==> src/rtl/isab_pkg.sv <==
// Purpose: shared constants for the expansion bus interface
// Assumes: 125 MHz system clock
// Notes: cycle lengths counted in system clocks standing in for bus clocks
package isab_pkg;
  localparam logic [15:0] RTC_PORT = 16'h0071;
  localparam logic [15:0] KBD_PORT_A = 16'h0060;
  localparam logic [15:0] KBD_PORT_B = 16'h0062;
  localparam logic [15:0] KBD_PORT_C = 16'h0064;
  localparam logic [15:0] KBD_PORT_D = 16'h0066;
  localparam logic [23:0] LOW_MEG_LIMIT = 24'h100000;
  localparam int CFG_UPPER_SEL_A = 6;
  localparam int CFG_UPPER_SEL_B = 2;
  localparam logic [3:0] ADDR_PHASE_CYCLES = 4'h1;
  localparam logic [3:0] CMD_CYCLES_8 = 4'h5;
  localparam logic [3:0] CMD_CYCLES_16 = 4'h2;
  localparam logic [3:0] ZWS_CYCLES_8 = 4'h3;
  localparam logic [3:0] ZWS_CYCLES_16 = 4'h2;
  typedef enum logic [1:0] {
    CYC_MEM_RD,
    CYC_MEM_WR,
    CYC_IO_RD,
    CYC_IO_WR
  } isab_cycle_type;
endpackage : isab_pkg

==> src/rtl/isab_bus_if.sv <==
// Purpose: expansion bus cycle engine, limited and master modes
// Assumes: one request at a time, strobes active low
// Notes: bus clock taken as sys_clk for cycle counts
`timescale 1ns/1ps
`default_nettype none
module isab_bus_if #(
  parameter int DMA_CHANNELS = 8
) (
  // clock and reset
  input wire logic sys_clk,
  input wire logic arst_n,
  // configuration
  input wire logic masterModeStrap,
  input wire logic [7:0] upperPinCfg,
  input wire logic clockChipMode,
  input wire logic [2:0] romRange,
  // request port
  input wire logic reqValid,
  input wire isab_pkg::isab_cycle_type reqType,
  input wire logic [23:0] reqAddr,
  input wire logic [15:0] reqWdata,
  input wire logic reqWide,
  output logic reqReady,
  output logic [15:0] rspRdata,
  output logic rspValid,
  input wire logic slaveBusy,
  // dma port
  input wire logic dmaStart,
  input wire logic [2:0] dmaChannel,
  input wire logic dmaWide,
  input wire logic dmaLast,
  input wire logic pciAddrBit0,
  // bus pins
  output logic [15:0] sharedAddrDataOut,
  output logic sharedAddrDataOe,
  input wire logic [15:0] sharedAddrDataIn,
  output logic [15:0] panelAddr,
  output logic [3:0] upperAddr,
  output logic [3:0] upperAddrOe,
  output logic [3:0] generalIoOut,
  input wire logic [3:0] generalIoIn,
  output logic [3:0] generalIoSeen,
  output logic addr_latch_out,
  output logic addr_xcvr_enable_n,
  input wire logic busMasterPin_n,
  output logic pin_low_mem_write_n_clock_chip_select_n_n,
  output logic pin_low_mem_read_n_clock_chip_addr_latch,
  output logic byteHighEnableOut_n,
  output logic byteHighEnableOe,
  input wire logic byteHighEnableIn_n,
  output logic buffered_addr_latch,
  input wire logic channelReadyIn,
  output logic channelReadyOe,
  input wire logic no_wait_request_n,
  input wire logic io_wide_select_n,
  input wire logic mem_wide_select_n,
  output logic mem_read_n,
  output logic mem_write_n,
  output logic io_read_n,
  output logic io_write_n,
  output logic dma_addr_enable,
  input wire logic [DMA_CHANNELS-1:0] dma_request,
  output logic [DMA_CHANNELS-1:0] dma_acknowledge_n,
  output logic dma_final_count,
  output logic kbd_rom_select_n,
  output logic extMasterOwns
);
  import isab_pkg::*;

  if (DMA_CHANNELS != 8) begin : g_bad_channels
    $error("isab_bus_if: eight dma channels only");
  end

  typedef enum logic [2:0] {ST_IDLE, ST_ADDR, ST_LATCH, ST_CMD, ST_WAIT, ST_DONE} isab_state_type;
  isab_state_type state;

  logic masterMode;
  logic modeCaught;
  logic readySync;
  logic zwsSync_n;
  logic ioWideSync_n;
  logic memWideSync_n;
  logic masterSync_n;
  logic bheSync_n;
  logic [3:0] gpioSync;
  logic [DMA_CHANNELS-1:0] drqSync;
  isab_cycle_type cycType;
  logic [23:0] cycAddr;
  logic [15:0] cycWdata;
  logic cycWide;
  logic inDma;
  logic dmaFinal;
  logic [2:0] dmaChan;
  logic [3:0] count;
  logic zwsSeen;
  logic rtcHit;
  logic kbdRomHit;
  logic lowMeg;
  logic isMem;
  logic isRead;
  logic cmdActive;
  logic pathWide;
  logic lowReadStrobe_n;
  logic clockChipLatch;

  isab_sync #(.RESET_VALUE(1'b1)) u_sync_rdy (.sys_clk(sys_clk), .arst_n(arst_n), .din(channelReadyIn), .dout(readySync));
  isab_sync #(.RESET_VALUE(1'b1)) u_sync_zws (.sys_clk(sys_clk), .arst_n(arst_n), .din(no_wait_request_n), .dout(zwsSync_n));
  isab_sync #(.RESET_VALUE(1'b1)) u_sync_ios (.sys_clk(sys_clk), .arst_n(arst_n), .din(io_wide_select_n), .dout(ioWideSync_n));
  isab_sync #(.RESET_VALUE(1'b1)) u_sync_mcs (.sys_clk(sys_clk), .arst_n(arst_n), .din(mem_wide_select_n), .dout(memWideSync_n));
  isab_sync #(.RESET_VALUE(1'b1)) u_sync_mst (.sys_clk(sys_clk), .arst_n(arst_n), .din(busMasterPin_n), .dout(masterSync_n));
  isab_sync #(.RESET_VALUE(1'b1)) u_sync_bhe (.sys_clk(sys_clk), .arst_n(arst_n), .din(byteHighEnableIn_n), .dout(bheSync_n));

  genvar gi;
  generate
    for (gi = 0; gi < 4; gi++) begin : g_gpio
      isab_sync u_sync_gpio (.sys_clk(sys_clk), .arst_n(arst_n), .din(generalIoIn[gi]), .dout(gpioSync[gi]));
    end
    for (gi = 0; gi < DMA_CHANNELS; gi++) begin : g_drq
      isab_sync u_sync_drq (.sys_clk(sys_clk), .arst_n(arst_n), .din(dma_request[gi]), .dout(drqSync[gi]));
    end
  endgenerate

  isab_decode u_decode (
    .cycType(cycType),
    .cycAddr(cycAddr),
    .romRange(romRange),
    .rtcHit(rtcHit),
    .kbdRomHit(kbdRomHit),
    .lowMeg(lowMeg)
  );

  // strap caught once after release, never under reset
  always_ff @(posedge sys_clk or negedge arst_n) begin
    if (!arst_n) begin
      masterMode <= 1'b0;
      modeCaught <= 1'b0;
    end else if (!modeCaught) begin
      masterMode <= masterModeStrap;
      modeCaught <= 1'b1;
    end
  end

  assign extMasterOwns = masterMode && !masterSync_n;
  assign isMem = (cycType == CYC_MEM_RD) || (cycType == CYC_MEM_WR);
  assign isRead = (cycType == CYC_MEM_RD) || (cycType == CYC_IO_RD);
  assign cmdActive = (state == ST_CMD) || (state == ST_WAIT);
  assign pathWide = cycWide && (isMem ? !memWideSync_n : !ioWideSync_n);
  assign reqReady = (state == ST_IDLE) && modeCaught && !extMasterOwns;

  // cycle sequencer
  always_ff @(posedge sys_clk or negedge arst_n) begin
    if (!arst_n) begin
      state <= ST_IDLE;
      count <= 4'h0;
      zwsSeen <= 1'b0;
    end else begin
      case (state)
        ST_IDLE: begin
          zwsSeen <= 1'b0;
          if ((reqValid && reqReady) || (dmaStart && !extMasterOwns && modeCaught && drqSync[dmaChannel])) begin
            state <= ST_ADDR;
            count <= ADDR_PHASE_CYCLES;
          end
        end
        ST_ADDR: state <= ST_LATCH;
        ST_LATCH: begin
          state <= ST_CMD;
          count <= pathWide ? CMD_CYCLES_16 : CMD_CYCLES_8;
        end
        ST_CMD: begin
          if (isMem && !zwsSync_n && !zwsSeen) begin
            zwsSeen <= 1'b1;
            count <= (pathWide ? ZWS_CYCLES_16 : ZWS_CYCLES_8) - 4'h1;
          end else if (count > 4'h1) begin
            count <= count - 4'h1;
          end else begin
            state <= ST_WAIT;
          end
        end
        ST_WAIT: if (readySync) state <= ST_DONE;
        default: state <= ST_IDLE;
      endcase
    end
  end

  // captured cycle and dma context
  always_ff @(posedge sys_clk or negedge arst_n) begin
    if (!arst_n) begin
      cycType <= CYC_MEM_RD;
      cycAddr <= 24'h000000;
      cycWdata <= 16'h0000;
      cycWide <= 1'b0;
      inDma <= 1'b0;
      dmaFinal <= 1'b0;
      dmaChan <= 3'h0;
    end else if (state == ST_IDLE) begin
      if (reqValid && reqReady) begin
        cycType <= reqType;
        cycAddr <= reqAddr;
        cycWdata <= reqWdata;
        cycWide <= reqWide;
        inDma <= 1'b0;
      end else if (dmaStart && modeCaught && !extMasterOwns && drqSync[dmaChannel]) begin
        cycType <= reqType;
        cycAddr <= reqAddr;
        cycWdata <= reqWdata;
        cycWide <= dmaWide;
        inDma <= 1'b1;
        dmaFinal <= dmaLast;
        dmaChan <= dmaChannel;
      end
    end else if (state == ST_DONE) begin
      inDma <= 1'b0;
    end
  end

  // read data capture, low byte only on narrow path
  always_ff @(posedge sys_clk or negedge arst_n) begin
    if (!arst_n) begin
      rspRdata <= 16'h0000;
      rspValid <= 1'b0;
    end else begin
      rspValid <= (state == ST_DONE);
      if (state == ST_WAIT && readySync && isRead) begin
        rspRdata <= pathWide ? sharedAddrDataIn : {8'h00, sharedAddrDataIn[7:0]};
      end
    end
  end

  // pin drivers, registered
  always_ff @(posedge sys_clk or negedge arst_n) begin
    if (!arst_n) begin
      sharedAddrDataOut <= 16'h0000;
      sharedAddrDataOe <= 1'b0;
      panelAddr <= 16'h0000;
      addr_latch_out <= 1'b0;
      buffered_addr_latch <= 1'b0;
      mem_read_n <= 1'b1;
      mem_write_n <= 1'b1;
      io_read_n <= 1'b1;
      io_write_n <= 1'b1;
      pin_low_mem_write_n_clock_chip_select_n_n <= 1'b1;
      lowReadStrobe_n <= 1'b1;
      clockChipLatch <= 1'b0;
      kbd_rom_select_n <= 1'b1;
      dma_addr_enable <= 1'b0;
      dma_acknowledge_n <= '1;
      dma_final_count <= 1'b0;
      byteHighEnableOut_n <= 1'b1;
      channelReadyOe <= 1'b0;
    end else begin
      if (masterMode) begin
        panelAddr <= cycAddr[15:0];
        sharedAddrDataOut <= cycWdata;
        sharedAddrDataOe <= cmdActive && !isRead && !extMasterOwns;
      end else begin
        sharedAddrDataOut <= (state == ST_ADDR || state == ST_LATCH) ? cycAddr[15:0] : cycWdata;
        sharedAddrDataOe <= (state == ST_ADDR || state == ST_LATCH) || (cmdActive && !isRead);
      end
      addr_latch_out <= masterMode ? extMasterOwns : (state == ST_LATCH);
      buffered_addr_latch <= (state == ST_LATCH) || (inDma && state != ST_IDLE && state != ST_DONE);
      mem_read_n <= !(cmdActive && cycType == CYC_MEM_RD);
      mem_write_n <= !(cmdActive && cycType == CYC_MEM_WR);
      io_read_n <= !(cmdActive && cycType == CYC_IO_RD);
      io_write_n <= !(cmdActive && cycType == CYC_IO_WR);
      if (clockChipMode) begin
        pin_low_mem_write_n_clock_chip_select_n_n <= !(cmdActive && rtcHit);
      end else begin
        pin_low_mem_write_n_clock_chip_select_n_n <= !(cmdActive && cycType == CYC_MEM_WR && lowMeg);
      end
      clockChipLatch <= (state == ST_LATCH) && rtcHit;
      lowReadStrobe_n <= !(cmdActive && cycType == CYC_MEM_RD && lowMeg);
      kbd_rom_select_n <= !(cmdActive && kbdRomHit);
      dma_addr_enable <= inDma && state != ST_IDLE && state != ST_DONE;
      for (int i = 0; i < DMA_CHANNELS; i++) begin
        dma_acknowledge_n[i] <= !(inDma && state != ST_IDLE && dmaChan == 3'(i));
      end
      dma_final_count <= inDma && dmaFinal && state == ST_WAIT && readySync;
      byteHighEnableOut_n <= inDma ? (cycWide ? 1'b0 : !pciAddrBit0) : !(cycWide || cycAddr[0]);
      channelReadyOe <= extMasterOwns && slaveBusy;
    end
  end

  // byte-high is an input under external master
  assign byteHighEnableOe = !extMasterOwns && modeCaught;
  assign addr_xcvr_enable_n = !masterMode;
  assign generalIoSeen = gpioSync;

  // upper address pins
  always_ff @(posedge sys_clk or negedge arst_n) begin
    if (!arst_n) begin
      upperAddr <= 4'h0;
      upperAddrOe <= 4'h0;
      generalIoOut <= 4'h0;
    end else begin
      upperAddr <= cycAddr[23:20];
      generalIoOut <= upperPinCfg[7:4];
      if (masterMode) begin
        upperAddrOe <= extMasterOwns ? 4'h0 : 4'hF;
      end else begin
        upperAddrOe <= (upperPinCfg[CFG_UPPER_SEL_A] || upperPinCfg[CFG_UPPER_SEL_B]) ? 4'hF : upperPinCfg[3:0];
      end
    end
  end

  // muxed after the flops so the pin idles at the level of its function, also straight after reset
  assign pin_low_mem_read_n_clock_chip_addr_latch = clockChipMode ? clockChipLatch : lowReadStrobe_n;
  // shares the latch pin in master mode; kept as an unused internal copy of bhe sample
  logic unusedBhe;
  assign unusedBhe = bheSync_n;
endmodule : isab_bus_if
`default_nettype wire

==> src/rtl/isab_decode.sv <==
// Purpose: chip select and strobe qualification decode
// Assumes: address held stable for the cycle
// Notes: purely combinational
`timescale 1ns/1ps
`default_nettype none
module isab_decode (
  // cycle
  input wire isab_pkg::isab_cycle_type cycType,
  input wire logic [23:0] cycAddr,
  input wire logic [2:0] romRange,
  // selects
  output logic rtcHit,
  output logic kbdRomHit,
  output logic lowMeg
);
  import isab_pkg::*;
  logic isIo;
  logic romHit;
  always_comb begin
    isIo = (cycType == CYC_IO_RD) || (cycType == CYC_IO_WR);
    lowMeg = (cycAddr < LOW_MEG_LIMIT);
    rtcHit = isIo && (cycAddr[15:0] == RTC_PORT);
    // bits 0 and 1 each open one 64k window below 1 MB top (f0000, e0000), bit 2 the 1 MB window at 16M top
    romHit = (romRange[0] && cycAddr[23:16] == 8'h0F) ||
             (romRange[1] && cycAddr[23:16] == 8'h0E) ||
             (romRange[2] && cycAddr[23:20] == 4'hF);
    kbdRomHit = (isIo && (cycAddr[15:0] == KBD_PORT_A || cycAddr[15:0] == KBD_PORT_B ||
                 cycAddr[15:0] == KBD_PORT_C || cycAddr[15:0] == KBD_PORT_D)) ||
                (!isIo && romHit);
  end
endmodule : isab_decode
`default_nettype wire

==> src/rtl/isab_sync.sv <==
// Purpose: two-flop synchroniser for pin inputs
// Assumes: destination is sys_clk
// Notes: first stage read only by second stage
`timescale 1ns/1ps
`default_nettype none
module isab_sync #(
  parameter logic RESET_VALUE = 1'b0
) (
  // clock and reset
  input wire logic sys_clk,
  input wire logic arst_n,
  // data
  input wire logic din,
  output logic dout
);
  logic stage1;
  always_ff @(posedge sys_clk or negedge arst_n) begin
    if (!arst_n) begin
      stage1 <= RESET_VALUE;
      dout <= RESET_VALUE;
    end else begin
      stage1 <= din;
      dout <= stage1;
    end
  end
endmodule : isab_sync
`default_nettype wire

==> config.mk <==
export PLATFORM = sky130hd
export DESIGN_NAME = isab_bus_if
export DESIGN_NICKNAME = d
export VERILOG_FILES = /design/src/rtl/isab_pkg.sv /design/src/rtl/isab_bus_if.sv /design/src/rtl/isab_decode.sv /design/src/rtl/isab_sync.sv
export SDC_FILE = /design/constraint.sdc
export NUM_CORES = 1
export LEC_CHECK = 0
export BUFFER_PORTS_ARGS = -buffer_cell sky130_fd_sc_hd__buf_2
export CAP_MARGIN = 20
export CORE_MARGIN = 4
export CORE_UTILIZATION = 30
export DETAILED_ROUTE_END_ITERATION = 16
export PLACE_DENSITY = 0.58
export SETUP_SLACK_MARGIN = 0.4
export SYNTH_ARGS = -nofsm -noshare
export SYNTH_HDL_FRONTEND = slang
export SYNTH_SLANG_ARGS = --single-unit
==> constraint.sdc <==
create_clock -name sys_clk -period 2.7 [get_ports sys_clk]
set_input_delay 0.54 -clock sys_clk [delete_from_list [all_inputs] [get_ports sys_clk]]
set_output_delay 0.54 -clock sys_clk [all_outputs]
set_load 0.01 [all_outputs]
# After elaboration in Yosys (flattened, before gate mapping)
# Cells that the tools add are included.
# Widths: inputs -> output; s select.
dict set report totals {
  regBits 176
  latch_bits 0
  mem_bits_rw 0
  rom_bits 0
  inputBits 101
  out_inout_bits 91
  n_memories 0
}
dict set report classes {
  addsub 2
  mul 0
  div 0
  n_lt_le_gt_ge 3
  eq_ne 31
  shifts 0
  muxes 40
  bitwise_logic 1
  reduce_logical 104
}
# operator count
set ops {}
lappend ops {{$eq 16x7->1 const B} 5}
lappend ops {{$mux 16} 5}
lappend ops {{$mux 24} 2}
lappend ops {{$logic_and 1x1->1} 47}
lappend ops {{$logic_not 1->1} 27}
lappend ops {{$lt 24x21->1 const B} 1}
lappend ops {{$mux 4} 6}
lappend ops {{$eq 3x3->1 const B} 6}
lappend ops {{$eq 8x4->1 const B} 2}
lappend ops {{$logic_or 1x1->1} 16}
lappend ops {{$mux 1} 16}
lappend ops {{$mux 3} 5}
lappend ops {{$pmux 3 s5} 1}
lappend ops {{$eq 3x2->1 const B} 4}
lappend ops {{$pmux 4 s3} 1}
lappend ops {{$eq 3x1->1 const B} 2}
lappend ops {{$logic_not 3->1} 2}
lappend ops {{$ne 2x1->1 const B} 3}
lappend ops {{$ne 3x1->1 const B} 2}
lappend ops {{$reduce_and 2->1} 3}
lappend ops {{$reduce_and 3->1} 2}
lappend ops {{$reduce_bool 2->1} 3}
lappend ops {{$reduce_bool 3->1} 2}
lappend ops {{$eq 2x2->1 const B} 2}
lappend ops {{14 further kinds} 16}

# Logic depth before layout (Yosys ltp)
dict set report logic_depth {
  depth_word 9
  depth_mapped 7
}

# By module
# A second synthesis with hierarchy kept.
dict set report unflattened {
  cells_unflattened 453
  hier_area_um2 6647.6
}
# module instances cells_per_inst area_per_inst_um2
set by_module_without_submodules {}
lappend by_module_without_submodules {isab_bus_if 1 405 5656.7}
lappend by_module_without_submodules {{isab_sync (g_drq[0].u_sync_drq ...)} 12 2 50.0}
lappend by_module_without_submodules {{isab_sync (u_sync_ios ...)} 5 2 52.6}
lappend by_module_without_submodules {isab_decode 1 14 127.6}

# Worst setup path before layout
# OpenSTA, ideal clock, no wires.
dict set report synth_path {
  path_kind {input -> register}
  start {input port dmaChannel[1]}
  end {register cycAddr[0]}
  setup_time_ps 125
  arrival_ps 1955
  required_ps 2575
  path_slack_ps 620
  path_stages 7
  cell_sequence {mux4_2 -> nor2_2 -> nor3_2 -> o21a_1 -> buf_6 -> buf_12 -> mux2_4}
}
dict set report synth_between {
  elab_chain_len 5
}
# element line_no
set synth_rtl {}
lappend synth_rtl {{from (decl)} isab_bus_if.sv:29} ;# input wire logic [2:0] dmaChannel,
lappend synth_rtl {{$bmux 1 s3} isab_bus_if.sv:203} ;# end else if (dmaStart && modeCaught && !extMasterOwns && drqSync[dmaChannel]) begin
lappend synth_rtl {{$mux 1 (not written as such)} isab_bus_if.sv:203}
lappend synth_rtl {{$logic_and 1x1->1} isab_bus_if.sv:203}
lappend synth_rtl {{$reduce_bool 2->1 (no line)} -}
lappend synth_rtl {{$reduce_and 2->1 (no line)} -}
lappend synth_rtl {{to (signal assigned)} isab_bus_if.sv:199} ;# cycAddr <= reqAddr;
lappend synth_rtl {{to (signal assigned)} isab_bus_if.sv:205} ;# cycAddr <= reqAddr;
lappend synth_rtl {{to (decl)} isab_bus_if.sv:88} ;# logic [23:0] cycAddr;
# Every way passes these cells. The select of a mux whose other input is x is not followed.
# A chain may end at the register's enable or synchronous reset.

# Final worst setup path
dict set report layout_path {
  start {register state[2]}
  end {output port reqReady}
}
dict set report layout_between {
  elab_chain_len 3
}
# element line_no
set layout_rtl {}
lappend layout_rtl {{from (decl)} isab_bus_if.sv:75} ;# isab_state_type state;
lappend layout_rtl {{from (signal assigned)} isab_bus_if.sv:153} ;# state <= ST_IDLE;
lappend layout_rtl {{from (signal assigned)} isab_bus_if.sv:161} ;# state <= ST_ADDR;
lappend layout_rtl {{from (signal assigned)} isab_bus_if.sv:165} ;# ST_ADDR: state <= ST_LATCH;
lappend layout_rtl {{$logic_not 3->1} isab_bus_if.sv:148} ;# assign reqReady = (state == ST_IDLE) && modeCaught && !extMasterOwns;
lappend layout_rtl {{$logic_and 1x1->1 (2 in a row)} isab_bus_if.sv:148}
lappend layout_rtl {{to (decl)} isab_bus_if.sv:23} ;# output logic reqReady,
# Every way passes these cells.

==> results.ini <==
[outcome]
outcome=finished, final reports clean

[placed_design]
io_buffers=190
place_area_mm2=0.00806
place_congestion=0.855
dp_hpwl_um=11600
pre_cts_ws_ps=389

[floorplan]
die_x_um=158
core_area_mm2=0.0220
dieHeight_um=158
initial_utilization_pct=30.7
io_pins=192
row_count=54
dieArea_mm2=0.0249

[synthesis]
yosys-top-cells-area=dfrtp_1, dfstp_2, mux2_4
synth_nets=546
syn_area_mm2=0.00675
avgSynthCellArea_um2=15.2
synth_edf_count=0
syn_inst=443
synth_top_area_share_pct=55.6
synth_top_cell_by_area=dfrtp_1
ys_types=58
yosysMostFrequentCell=dfrtp_1
yosysWarnings=0
synth_ff_type=dfrtp_1
synthArstFlopShare_pct=100
synth-seq-cells=176
synthTopCellsByCount=dfrtp_1, mux2_2, mux2_4
ys_seq_area_share_pct=65.8

[finish]
antenna_cells=0
drive_gt1_share_pct=55.4
layout.nets=751
area_growth_pct=28.5
fin_area_mm2=0.00867
final_util_pct=39.5

[routing]
vias=4298
drt_iter0_markers=237
wl_per_cell_um=17.0
viasPerCell=4.57
wl_um=16000
antenna_left=0
route.detailed.drc=0
drtPass1Iterations=4

[timing]
fin_crit_ps=2190
setup_ws_ps=508
hold_violations=0
finalSetupViolations=0
rsz0062_at_grt=true
maxSlewViolCount=0
fmax_ghz=0.456
fin_crit_sh_pct=81.2
setup-tns-final_ps=0
relSlewSlack_pct=59.6
finClkSkew_ps=11.1
tightestPinTransition_ps=603

[power_and_ir_drop]
p_leak_nw=4.09
power_density_mw_per_mm2=1070
vdd_ir_drop_max_mv=0.423

[setup_path]
cp-end-kind=output pin
startpoint_type=register
crit_type=reg -> out
arrival_ps=1650
critPathMaxFanout=4
required_ps=2160

[cts]
cts.sinks=176
root_buffer=clkbuf_16
cts_max_path_buffers=2
numCtsBuffers=17
htreeDepth=4
cts.clk_slew.worst_paths_ps=70
insertion_delay_ps=420
cts_tree=yes
postCtsSetupBuffers=0

[grt]
grt_pass1_wl_um=25200
grt-ovfl-total=0
track_usage_pct=13.0
grt_max_degree=66
grt_antenna_before_repair=1
grt_pass1_vias=4624

[hold_path]
hold_class=in -> async

[job]
maxCapViolations=0

[cells by family (layout without fill, tap and decap cells)]
kind of cell,count (synthesis),in the layout,synth area share [%]
DFF,176,176,65.8
and+or+nand+nor,94,94,7.64
xor gates and xnor gates,1,1,0.130
AOI/OAI and AO/OA,48,48,5.21
adders and majority gates,2,2,0.371
other,1,1,0.0556
buffers and inverters,27,245,2.86
muxes,94,94,18.0
[final timing paths]
path	start	end	slack [ps]	cells after the start
worst max-delay path	state[2]	reqReady	510	3
worst min-delay path	arst_n	cycAddr[19]	110	1
worst max register to register	count[0]	count[1]	550	7
worst min register to register	g_drq[2].u_sync_drq.stage1	g_drq[2].u_sync_drq.dout	350	0
max in group asynchronous	arst_n	u_sync_rdy.dout	1790	2
min in group sys_clk	no_wait_request_n	u_sync_zws.stage1	220	1
[area by class of cell]
cell class | instances | area [um^2]
Clock buffer | 19 | 443
Clock inverter | 13 | 154
Fill cell | 2070 | 13300
Inverter | 6 | 22.5
Multi-Input combinational cell | 240 | 2140
Sequential cell | 176 | 4440
Tap cell | 280 | 350
Timing Repair Buffer | 207 | 1120
[stage by stage]
stage	hold WS, ps	power, mW	std cells
2_1_floorplan	244	5.76	443
3_3_place_gp	337	6.72	909
3_5_place_dp	336	6.83	909
4_1_cts	122	9.39	941
5_1_grt	136	9.84	941
6_report	112	9.24	941
[worst max-delay path, stage by stage (launching register included)]
cell and delay [ps]:
dfrtp_1 370, or3_1 510, nor2_4 190, buf_2 160
[cells in the final DEF, fill, tap and decap left out, drive strengths merged, types with 2 or more instances in the layout]
cell type,instances
nand3,9
a22o,10
a31oi,3
nor2,20
or4,2
inv,11
clkinv,3
dfstp,26
nor3,8
o21a,3
o31ai,4
a2bb2oi,2
clkbuf,19
and2,4
a211oi,3
mux2i,4
or2,3
dfrtp,150
ha,2
bufinv,2
nand4,2
nand2,18
nor2b,6
nand2b,5
clkinvlp,3
nor4,4
and3,4
nor3b,2
or3,5
a21oi,5
mux2,89
o21ai,9
buf,207
[registers in the layout (all words and copies together), names as in the netlist, 2 cells and up]
signal,cells
g_gpio.u_sync_gpio.stage1,4
g_gpio.u_sync_gpio.dout,4
rspRdata,16
panelAddr,16
dma_acknowledge_n,8
cycWdata,16
generalIoOut,4
count,4
cycAddr,24
upperAddrOe,4
upperAddr,4
g_drq.u_sync_drq.stage1,8
state,3
sharedAddrDataOut,16
dmaChan,3
g_drq.u_sync_drq.dout,8
cycType,2
[where the power goes]
part | internal, mW | switching, mW | total (mW)
logic | 1.44 | 1.23 | 2.67
registers | 3.51 | 0.567 | 4.08
clock network | 1.41 | 1.07 | 2.48
total | 6.37 | 2.87 | 9.24
[routing by layer]
metal | wire, um | global-route usage [%] | vias to the layer above
met5 | 8 | 0 | -
met4 | 238 | 3.86 | 2
met3 | 1160 | 3.88 | 17
met2 | 7520 | 20.8 | 155
met1 | 7070 | 17.4 | 2154
li1 | - | - | 1970
[what timing repair did]
item,4_1_cts,5_1_grt
hold endpoints to repair,0,0
setup endpoints to repair,2,3
hold buffers,0,0
gates resized for setup,1,4
Power figures use the tool's default switching activity.
